## src/irc_pkg.sv

```systemverilog
// irc_pkg: constants for the interrupt request controller.
// assumes an 8-bit memory-mapped register port with 16-bit addresses.
package irc_pkg;
    // register addresses
    localparam logic [15:0] FLAG_ADDR   = 16'hffe0;
    localparam logic [15:0] MASK_ADDR   = 16'hffe4;
    localparam logic [15:0] EDGE_ADDR   = 16'hffec;
    // reset values
    localparam logic [7:0]  FLAG_RESET  = 8'h00;
    localparam logic [7:0]  MASK_RESET  = 8'hff;
    localparam logic [1:0]  EDGE_RESET  = 2'h0;
    // edge select field position inside the edge config register
    localparam int          EDGE_LSB    = 2;
    // edge select codes
    localparam logic [1:0]  EDGE_FALL   = 2'h0;
    localparam logic [1:0]  EDGE_RISE   = 2'h1;
    localparam logic [1:0]  EDGE_BAD    = 2'h2;
    localparam logic [1:0]  EDGE_BOTH   = 2'h3;
    // source bit positions, also the default priority (0 highest)
    localparam int          SRC_WDT     = 0;
    localparam int          SRC_PIN     = 1;
    localparam int          SRC_SER     = 2;
    localparam int          SRC_WT      = 3;
    localparam int          SRC_TA      = 4;
    localparam int          SRC_TB      = 5;
    localparam int          SRC_KEY     = 6;
    localparam int          SRC_WTI     = 7;
    localparam int          NSRC        = 8;
    // vectors
    localparam logic [15:0] VEC_NMI     = 16'h0004;
    localparam logic [15:0] VEC_BASE    = 16'h0004;
    localparam logic [15:0] VEC_STEP    = 16'h0002;
    // ready line states
    typedef enum logic [1:0] {IRC_IDLE, IRC_MASK, IRC_NMI} irc_sel_t;
endpackage

```

## src/irc_edge_detect.sv

```systemverilog
// irc_edge_detect: valid-edge detector for the external pin request.
// assumes the pin level is synchronous to mclk.
`timescale 1ns/1ps
`default_nettype none
module irc_edge_detect
(
    // clock and reset
    input  wire logic       mclk,
    input  wire logic       rst_n,
    // pin and configuration
    input  wire logic       pin_level,
    input  wire logic [1:0] edge_sel,
    // detected edge
    output logic            edge_pulse
);
    logic prev_r;
    logic armed_r;
    // no history in the first cycle after reset, so a pin resting high
    // cannot fake a rising edge
    wire  rise_w = armed_r & pin_level & ~prev_r;
    wire  fall_w = armed_r & ~pin_level & prev_r;

    always_ff @(posedge mclk or negedge rst_n)
    begin
        if (!rst_n)
        begin
            prev_r  <= 1'b0;
            armed_r <= 1'b0;
        end
        else
        begin
            prev_r  <= pin_level;
            armed_r <= 1'b1;
        end
    end

    // prohibited code detects nothing rather than guessing an edge
    assign edge_pulse = (edge_sel == irc_pkg::EDGE_FALL) ? fall_w :
                        (edge_sel == irc_pkg::EDGE_RISE) ? rise_w :
                        (edge_sel == irc_pkg::EDGE_BOTH) ? (rise_w | fall_w) :
                        1'b0;
endmodule
`default_nettype wire

```

## src/irc_top.sv

```systemverilog
// irc_top: interrupt request controller, flags, masks, priority, vectors.
// assumes a CPU core that signals instruction ends, acknowledges, and
// holds the global accept bit inside its status word.
`timescale 1ns/1ps
`default_nettype none
module irc_top
(
    // clock and reset
    input  wire logic        mclk,
    input  wire logic        rst_n,
    // byte register port
    input  wire logic [15:0] reg_addr,
    input  wire logic        reg_wr,
    input  wire logic [7:0]  reg_wdata,
    input  wire logic        reg_rd,
    output logic [7:0]       reg_rdata_r,
    // bit manipulation port
    input  wire logic        bit_wr,
    input  wire logic [15:0] bit_addr,
    input  wire logic [2:0]  bit_sel,
    input  wire logic        bit_val,
    // request sources, one-cycle pulses except the pin level and the watchdog mode level
    input  wire logic        watchdog_overflow_request,
    input  wire logic        wdt_interval_mode,
    input  wire logic        shared_port_pin,
    input  wire logic        serial_end_request,
    input  wire logic        watch_timer_request,
    input  wire logic        timer_a_match_request,
    input  wire logic        timer_b_match_request,
    input  wire logic        key_return_request,
    input  wire logic        watch_interval_request,
    // cpu core
    input  wire logic        global_accept_bit,
    input  wire logic        instr_done,
    input  wire logic        int_ack,
    output logic             int_req,
    output logic             int_nmi,
    output logic [15:0]      int_vector_r,
    output logic             status_push,
    output logic             accept_clear,
    output logic             standby_release
);
    localparam int NS = irc_pkg::NSRC;

    logic [NS-1:0] flag_r;
    logic [NS-1:0] flag_nxt;
    logic [NS-1:0] mask_r;
    logic [NS-1:0] mask_nxt;
    logic [1:0]    edge_r;
    logic          nmi_pend_r;
    logic          nmi_pend_nxt;
    irc_pkg::irc_sel_t sel_r;
    logic [2:0]    sel_idx_r;
    logic          pin_edge;
    logic [7:0]    pending_q;

    function automatic logic [2:0] prio_pick(input logic [7:0] req);
        logic [2:0] idx;
        idx = 3'h0;
        for (int i = NS - 1; i >= 0; i--)
            if (req[i])
                idx = 3'(i);
        return idx;
    endfunction

    function automatic logic [15:0] vec_of(input logic [2:0] idx);
        return irc_pkg::VEC_BASE + 16'(irc_pkg::VEC_STEP * 16'(idx));
    endfunction

    irc_edge_detect u_edge
    (
        .mclk       (mclk),
        .rst_n      (rst_n),
        .pin_level  (shared_port_pin),
        .edge_sel   (edge_r),
        .edge_pulse (pin_edge)
    );

    // watchdog overflow goes to exactly one source
    wire wdt_nmi_evt = watchdog_overflow_request & ~wdt_interval_mode;
    wire wdt_msk_evt = watchdog_overflow_request & wdt_interval_mode;

    wire [NS-1:0] src_evt = {watch_interval_request, key_return_request,
                             timer_b_match_request, timer_a_match_request,
                             watch_timer_request, serial_end_request,
                             pin_edge, wdt_msk_evt};

    // register decode
    wire byte_flag = reg_wr & (reg_addr == irc_pkg::FLAG_ADDR);
    wire byte_mask = reg_wr & (reg_addr == irc_pkg::MASK_ADDR);
    wire byte_edge = reg_wr & (reg_addr == irc_pkg::EDGE_ADDR);
    wire bit_flag  = bit_wr & (bit_addr == irc_pkg::FLAG_ADDR);
    wire bit_mask  = bit_wr & (bit_addr == irc_pkg::MASK_ADDR);
    wire [NS-1:0] bit_onehot = NS'(1) << bit_sel;

    // the watchdog flag is frozen at zero outside interval mode
    wire [NS-1:0] wdt_keep = {{(NS-1){1'b1}}, wdt_interval_mode};

    // acknowledge and selection
    wire [NS-1:0] pending  = flag_r & ~mask_r;
    wire          mask_ok  = global_accept_bit & (|pending);
    wire          ack_mask = int_ack & (sel_r == irc_pkg::IRC_MASK);
    wire          ack_nmi  = int_ack & (sel_r == irc_pkg::IRC_NMI);
    wire [NS-1:0] ack_clr  = ack_mask ? (NS'(1) << sel_idx_r) : '0;

    always_comb
    begin
        flag_nxt = flag_r & ~ack_clr;
        if (byte_flag)
            flag_nxt = reg_wdata;
        else if (bit_flag)
            flag_nxt = bit_val ? (flag_nxt | bit_onehot)
                               : (flag_nxt & ~bit_onehot);
        // hardware set wins over any clear in the same cycle
        flag_nxt = (flag_nxt | src_evt) & wdt_keep;
    end

    always_comb
    begin
        mask_nxt = mask_r;
        if (byte_mask)
            mask_nxt = reg_wdata;
        else if (bit_mask)
            mask_nxt = bit_val ? (mask_r | bit_onehot) : (mask_r & ~bit_onehot);
    end

    assign nmi_pend_nxt = wdt_nmi_evt | (nmi_pend_r & ~ack_nmi);

    always_ff @(posedge mclk or negedge rst_n)
    begin
        if (!rst_n)
        begin
            flag_r     <= irc_pkg::FLAG_RESET;
            mask_r     <= irc_pkg::MASK_RESET;
            edge_r     <= irc_pkg::EDGE_RESET;
            nmi_pend_r <= 1'b0;
        end
        else
        begin
            flag_r     <= flag_nxt;
            mask_r     <= mask_nxt;
            edge_r     <= byte_edge ? reg_wdata[irc_pkg::EDGE_LSB +: 2] : edge_r;
            nmi_pend_r <= nmi_pend_nxt;
        end
    end

    // selection is frozen between instruction end and acknowledge
    always_ff @(posedge mclk or negedge rst_n)
    begin
        if (!rst_n)
        begin
            sel_r        <= irc_pkg::IRC_IDLE;
            sel_idx_r    <= 3'h0;
            int_vector_r <= 16'h0000;
        end
        else
        begin
            case (sel_r)
                irc_pkg::IRC_IDLE:
                begin
                    if (instr_done & nmi_pend_r)
                    begin
                        sel_r        <= irc_pkg::IRC_NMI;
                        int_vector_r <= irc_pkg::VEC_NMI;
                    end
                    else if (instr_done & mask_ok)
                    begin
                        sel_r        <= irc_pkg::IRC_MASK;
                        sel_idx_r    <= prio_pick(pending);
                        int_vector_r <= vec_of(prio_pick(pending));
                    end
                end
                irc_pkg::IRC_MASK, irc_pkg::IRC_NMI:
                begin
                    if (int_ack)
                        sel_r <= irc_pkg::IRC_IDLE;
                end
                default:
                    sel_r <= irc_pkg::IRC_IDLE;
            endcase
        end
    end

    assign int_req         = (sel_r != irc_pkg::IRC_IDLE);
    assign int_nmi         = (sel_r == irc_pkg::IRC_NMI);
    assign status_push     = int_ack & int_req;
    assign accept_clear    = int_ack & int_req;
    assign standby_release = nmi_pend_r | (|pending);

    // read port; unmapped addresses read zero
    wire [7:0] rd_mux = (reg_addr == irc_pkg::FLAG_ADDR) ? (flag_r & wdt_keep) :
                        (reg_addr == irc_pkg::MASK_ADDR) ? mask_r :
                        (reg_addr == irc_pkg::EDGE_ADDR) ? 8'(edge_r) << irc_pkg::EDGE_LSB :
                        8'h00;

    always_ff @(posedge mclk or negedge rst_n)
    begin
        if (!rst_n)
            reg_rdata_r <= 8'h00;
        else if (reg_rd)
            reg_rdata_r <= rd_mux;
    end

    a_nmi_first: assert property (@(posedge mclk) disable iff (!rst_n)
        (sel_r == irc_pkg::IRC_IDLE) && instr_done && nmi_pend_r |=> int_nmi)
        else $error("nmi not selected first");
    a_nmi_vector: assert property (@(posedge mclk) disable iff (!rst_n)
        int_nmi |-> int_vector_r == 16'h0004)
        else $error("nmi vector wrong");
    a_standby_wake: assert property (@(posedge mclk) disable iff (!rst_n)
        watchdog_overflow_request && !wdt_interval_mode |=> standby_release)
        else $error("standby release missing");
    a_wdt_route: assert property (@(posedge mclk) disable iff (!rst_n)
        watchdog_overflow_request && !wdt_interval_mode
        |=> nmi_pend_r && !flag_r[irc_pkg::SRC_WDT])
        else $error("watchdog routed wrong");
    a_prio_pick: assert property (@(posedge mclk) disable iff (!rst_n)
        (sel_r == irc_pkg::IRC_IDLE) && instr_done && !nmi_pend_r && mask_ok
        |=> ((pending_q & ((8'h01 << sel_idx_r) - 8'h01)) == 8'h00) && pending_q[sel_idx_r])
        else $error("priority pick wrong");
    a_mask_vector: assert property (@(posedge mclk) disable iff (!rst_n)
        (sel_r == irc_pkg::IRC_MASK) |-> int_vector_r == 16'h0004 + 16'(sel_idx_r) * 16'h0002)
        else $error("maskable vector wrong");
    a_set_wins: assert property (@(posedge mclk) disable iff (!rst_n)
        serial_end_request |=> flag_r[irc_pkg::SRC_SER])
        else $error("serial event lost");
    a_ack_clear: assert property (@(posedge mclk) disable iff (!rst_n)
        ack_mask && !src_evt[sel_idx_r] && !reg_wr && !bit_wr |=> !flag_r[$past(sel_idx_r)])
        else $error("acknowledged flag not cleared");
    a_no_accept: assert property (@(posedge mclk) disable iff (!rst_n)
        (sel_r == irc_pkg::IRC_IDLE) && !global_accept_bit && !nmi_pend_r |=> !int_req)
        else $error("request taken while disabled");
    a_wdt_frozen: assert property (@(posedge mclk) disable iff (!rst_n)
        !wdt_interval_mode |=> !flag_r[irc_pkg::SRC_WDT])
        else $error("watchdog flag set outside interval mode");

    always_ff @(posedge mclk or negedge rst_n)
    begin
        if (!rst_n)
            pending_q <= 8'h00;
        else
            pending_q <= pending;
    end

    c_nmi_taken: cover property (@(posedge mclk) disable iff (!rst_n) ack_nmi);
    c_mask_taken: cover property (@(posedge mclk) disable iff (!rst_n) ack_mask);
    c_two_pending: cover property (@(posedge mclk) disable iff (!rst_n)
        instr_done && mask_ok && $countones(pending) > 1);
endmodule
`default_nettype wire

```

## config.mk

```make
export PLATFORM = sky130hd
export DESIGN_NAME = irc_top
export DESIGN_NICKNAME = d
export VERILOG_FILES = /design/src/irc_pkg.sv /design/src/irc_edge_detect.sv /design/src/irc_top.sv
export SDC_FILE = /design/constraint.sdc
export NUM_CORES = 1
export LEC_CHECK = 0
export BUFFER_PORTS_ARGS = -buffer_cell sky130_fd_sc_hd__buf_2
export CORE_UTILIZATION = 45
export CTS_BUF_LIST = sky130_fd_sc_hd__clkbuf_16
export CTS_CLUSTER_SIZE = 16
export DETAILED_ROUTE_END_ITERATION = 12
export PLACE_DENSITY_LB_ADDON = 0.2
export SLEW_MARGIN = 30
export SYNTH_ARGS = -nofsm -noshare
export SYNTH_HDL_FRONTEND = slang
export SYNTH_SLANG_ARGS = --single-unit
export TNS_END_PERCENT = 5
```

## constraint.sdc

```tcl
create_clock -name mclk -period 2.5 [get_ports mclk]
set_clock_uncertainty 0.2 [all_clocks]
set_input_delay 0.125 -clock mclk [delete_from_list [all_inputs] [get_ports mclk]]
set_output_delay 0.125 -clock mclk [all_outputs]
set_load 0.005 [all_outputs]
```

==> results.toml <==
[floorplan]
dieArea_sq_mm = 0.005669
floorplan.die.width_um = 75.29
core.rowCount = 26
initial_utilization_pct = 47.03
die_y_um = 75.29
ios = 90
core_sq_mm = 0.005140

[timing]
relSlewSlack_pct = 44.53
whs_ps = 22.18
rsz0062_at_grt = "no"
clock.fmax_mhz = 409.2
slew_violations = 0
worst_pin_slew_ps = 832.1
hold_viol_final = 0
setup_tns_ps = 0
min_period_ps = 2444
setup-violations-final = 0
finalCritPeriodShare_pct = 97.75

[clocking]
cts_sinks = 38
clk_path_buf_depth = 2
cts_tree = "done"
post-cts-setup-buffers = 0
htreeDepth = 2
clk_latency_ps = 280
clk_pin_slew_ps = 60
root_buffer = "clkbuf_16"
numCtsBuffers = 5

[routing]
wl_um = 6220
ant_nets = 0
drc = 0
drt-initial-drc-count = 137
dr_total_vias = 2342
wl_per_cell_um = 14.23
routed_via_density = 5.359
first_pass_iters = 4

[grt]
track_usage_pct = 22.35
grt_pass1_wl_um = 9528
antenna_found_initial = 0
grt_pass1_vias = 2068
grt_max_degree = 39
overflow = 0

[worst_setup_path]
critical_path.slowest_cell = "dlygate4sd3_1"
path_class = "reg2reg"
critical_path.startpoint_type = "flop"
critPathCaptureType = "flop"
crit_family = "compound AO/OA/AOI/OAI gates"
crit_arrival_ps = 2400
path_buf_inv = 2
cpPeakStageDelay_ps = 560
critPathMaxFanout = 4
reg2reg_slack_ps = 60
required_ps = 2460
crit_chain = "inv_1, ha_1, nand3_1, o21ai_0, a31oi_1, a211oi_1, o21bai_1, dlygate4sd3_1"

[synth]
synthFlopType = "dfrtp_1"
yosysSeqAreaShare_pct = 39.75
synthTopCellsByArea = "dfrtp_1 (31%), dfstp_2 (8.7%), nor2_1 (4.5%)"
syn_area_per_cell_sq_um = 9.122
yosys_warnings = 0
synth-edff-count = 0
synth_cell_types = 50
synthesis.area_sq_mm = 0.002417
synth-async-reset-ratio_pct = 100.0
synth_top_cell_area_share_pct = 31.06
synth_largest_area_cell = "dfrtp_1"
netlist_instances = 265
yosys_register_bits = 38

[cells_and_area]
seqCellArea_sq_um = 960.9
drive_gt1_share_pct = 28.88
final_area_sq_mm = 0.003218
fillers = 471
syn2layout_area_growth_pct = 33.13
nets = 431
diodes = 0
multi_input_area_sq_mm = 0.001313

[power]
power_mw = 1.787
leakagePower_nw = 1.479
ir_drop_mv = 0.2530
powerDensity_mw_per_mm2 = 555.2

[run]
cap_violations = 0

[place]
io_buffers = 77
routabilityCongestion = 0.8258
dpl.hpwl_um = 4501
placed_cell_area_sq_mm = 0.002820

[hold_path]
hold_path_class = "in2reg"

[status]
status = "finished, final reports clean"
## stage by stage
step | setup WS (ps) | cells | util, %
3_5_place_dp | 348.7 | 403 | 54.87
4_1_cts | 111.2 | 437 | 62.59
6_report | 56.25 | 437 | 62.61
2_1_floorplan | 500.0 | 276 | -
5_1_grt | 13.85 | 437 | 62.61
3_3_place_gp | 368.8 | 403 | 54.87
## synthesized netlist by cell type (all sizes together) (3+ instances only)
cell type	instances
a211oi	7
a21oi	20
a22oi	7
a31oi	6
buf	20
clkbuf	5
dfrtp	30
dfstp	8
ha	4
inv	10
mux2	5
mux2i	8
nand2	12
nand2b	10
nand3	3
nand4	10
nand4b	4
nor2	29
nor2b	8
nor4	5
o21ai	12
o21bai	6
o31ai	3
## worst paths after layout
check | from | to | cells after the start
min in group asynchronous | rst_n | reg_rdata_r[2]$_DFFE_PN0P_ | 2
worst min-delay path | reg_rd | reg_rdata_r[0]$_DFFE_PN0P_ | 2
max in group asynchronous | rst_n | u_edge.prev_r$_DFF_PN0_ | 2
worst max register to register | sel_r[1]$_DFFE_PN0P_ | flag_r[3]$_DFF_PN0_ | 8
worst min register to register | int_vector_r[4]$_DFFE_PN0P_ | int_vector_r[4]$_DFFE_PN0P_ | 1
worst max-delay path | sel_r[1]$_DFFE_PN0P_ | flag_r[3]$_DFF_PN0_ | 8
## timing repair
action,in CTS,in global routing
setup endpoints to repair,0,5
endpoints found under the hold margin,51,0
hold buffers,26,0
resized for setup,0,1
## cell type report
cell class                 instances  area share (%)
inverter                          10           1.166
sequential                        38           29.86
timing repair buffer             108           21.23
clock buffer                       5           3.888
multi-input combinational        203           40.79
tap                               70           2.722
clock inverter                     3          0.3499
## cells by family after synthesis
logic type      share of synthesized area [%]
compound gates                          20.91
fa+ha+maj                               2.070
buf+inv                                 7.712
flops                                   39.75
mux                                     5.642
other cells                            0.3107
simple gates                            23.60
## cell usage in the layout (no fill, tap or decap), drive strengths merged, types with 10 or more instances in the layout
cell type	instances
a21oi	20
buf	82
conb	13
dfrtp	30
dlygate4sd3	26
inv	12
nand2	12
nand2b	10
nand4	10
nor2	29
o21ai	12
## worst reg2reg max path, cell delays in order, from the launching register on
cell and delay [ps]:
dfrtp_1 400, inv_1 90, ha_1 160, nand3_1 140, o21ai_0 240, a31oi_1 70, a211oi_1 340, o21bai_1 130
dlygate4sd3_1 560
## per-layer routing
metal / global-route usage (%) / part of all wire, %
met3: 3.571 / 4.2
met2: 37.90 / 49
met1: 30.34 / 46
met4: 4.733 / 0.98
met5: 0 / 0
## power by group
part	internal, mW	leakage [nW]	switching, mW
sequential	0.685	0.434	0.0573
combinational	0.218	0.971	0.241
clock	0.358	0.0738	0.227
Power figures use the tool's default switching activity.
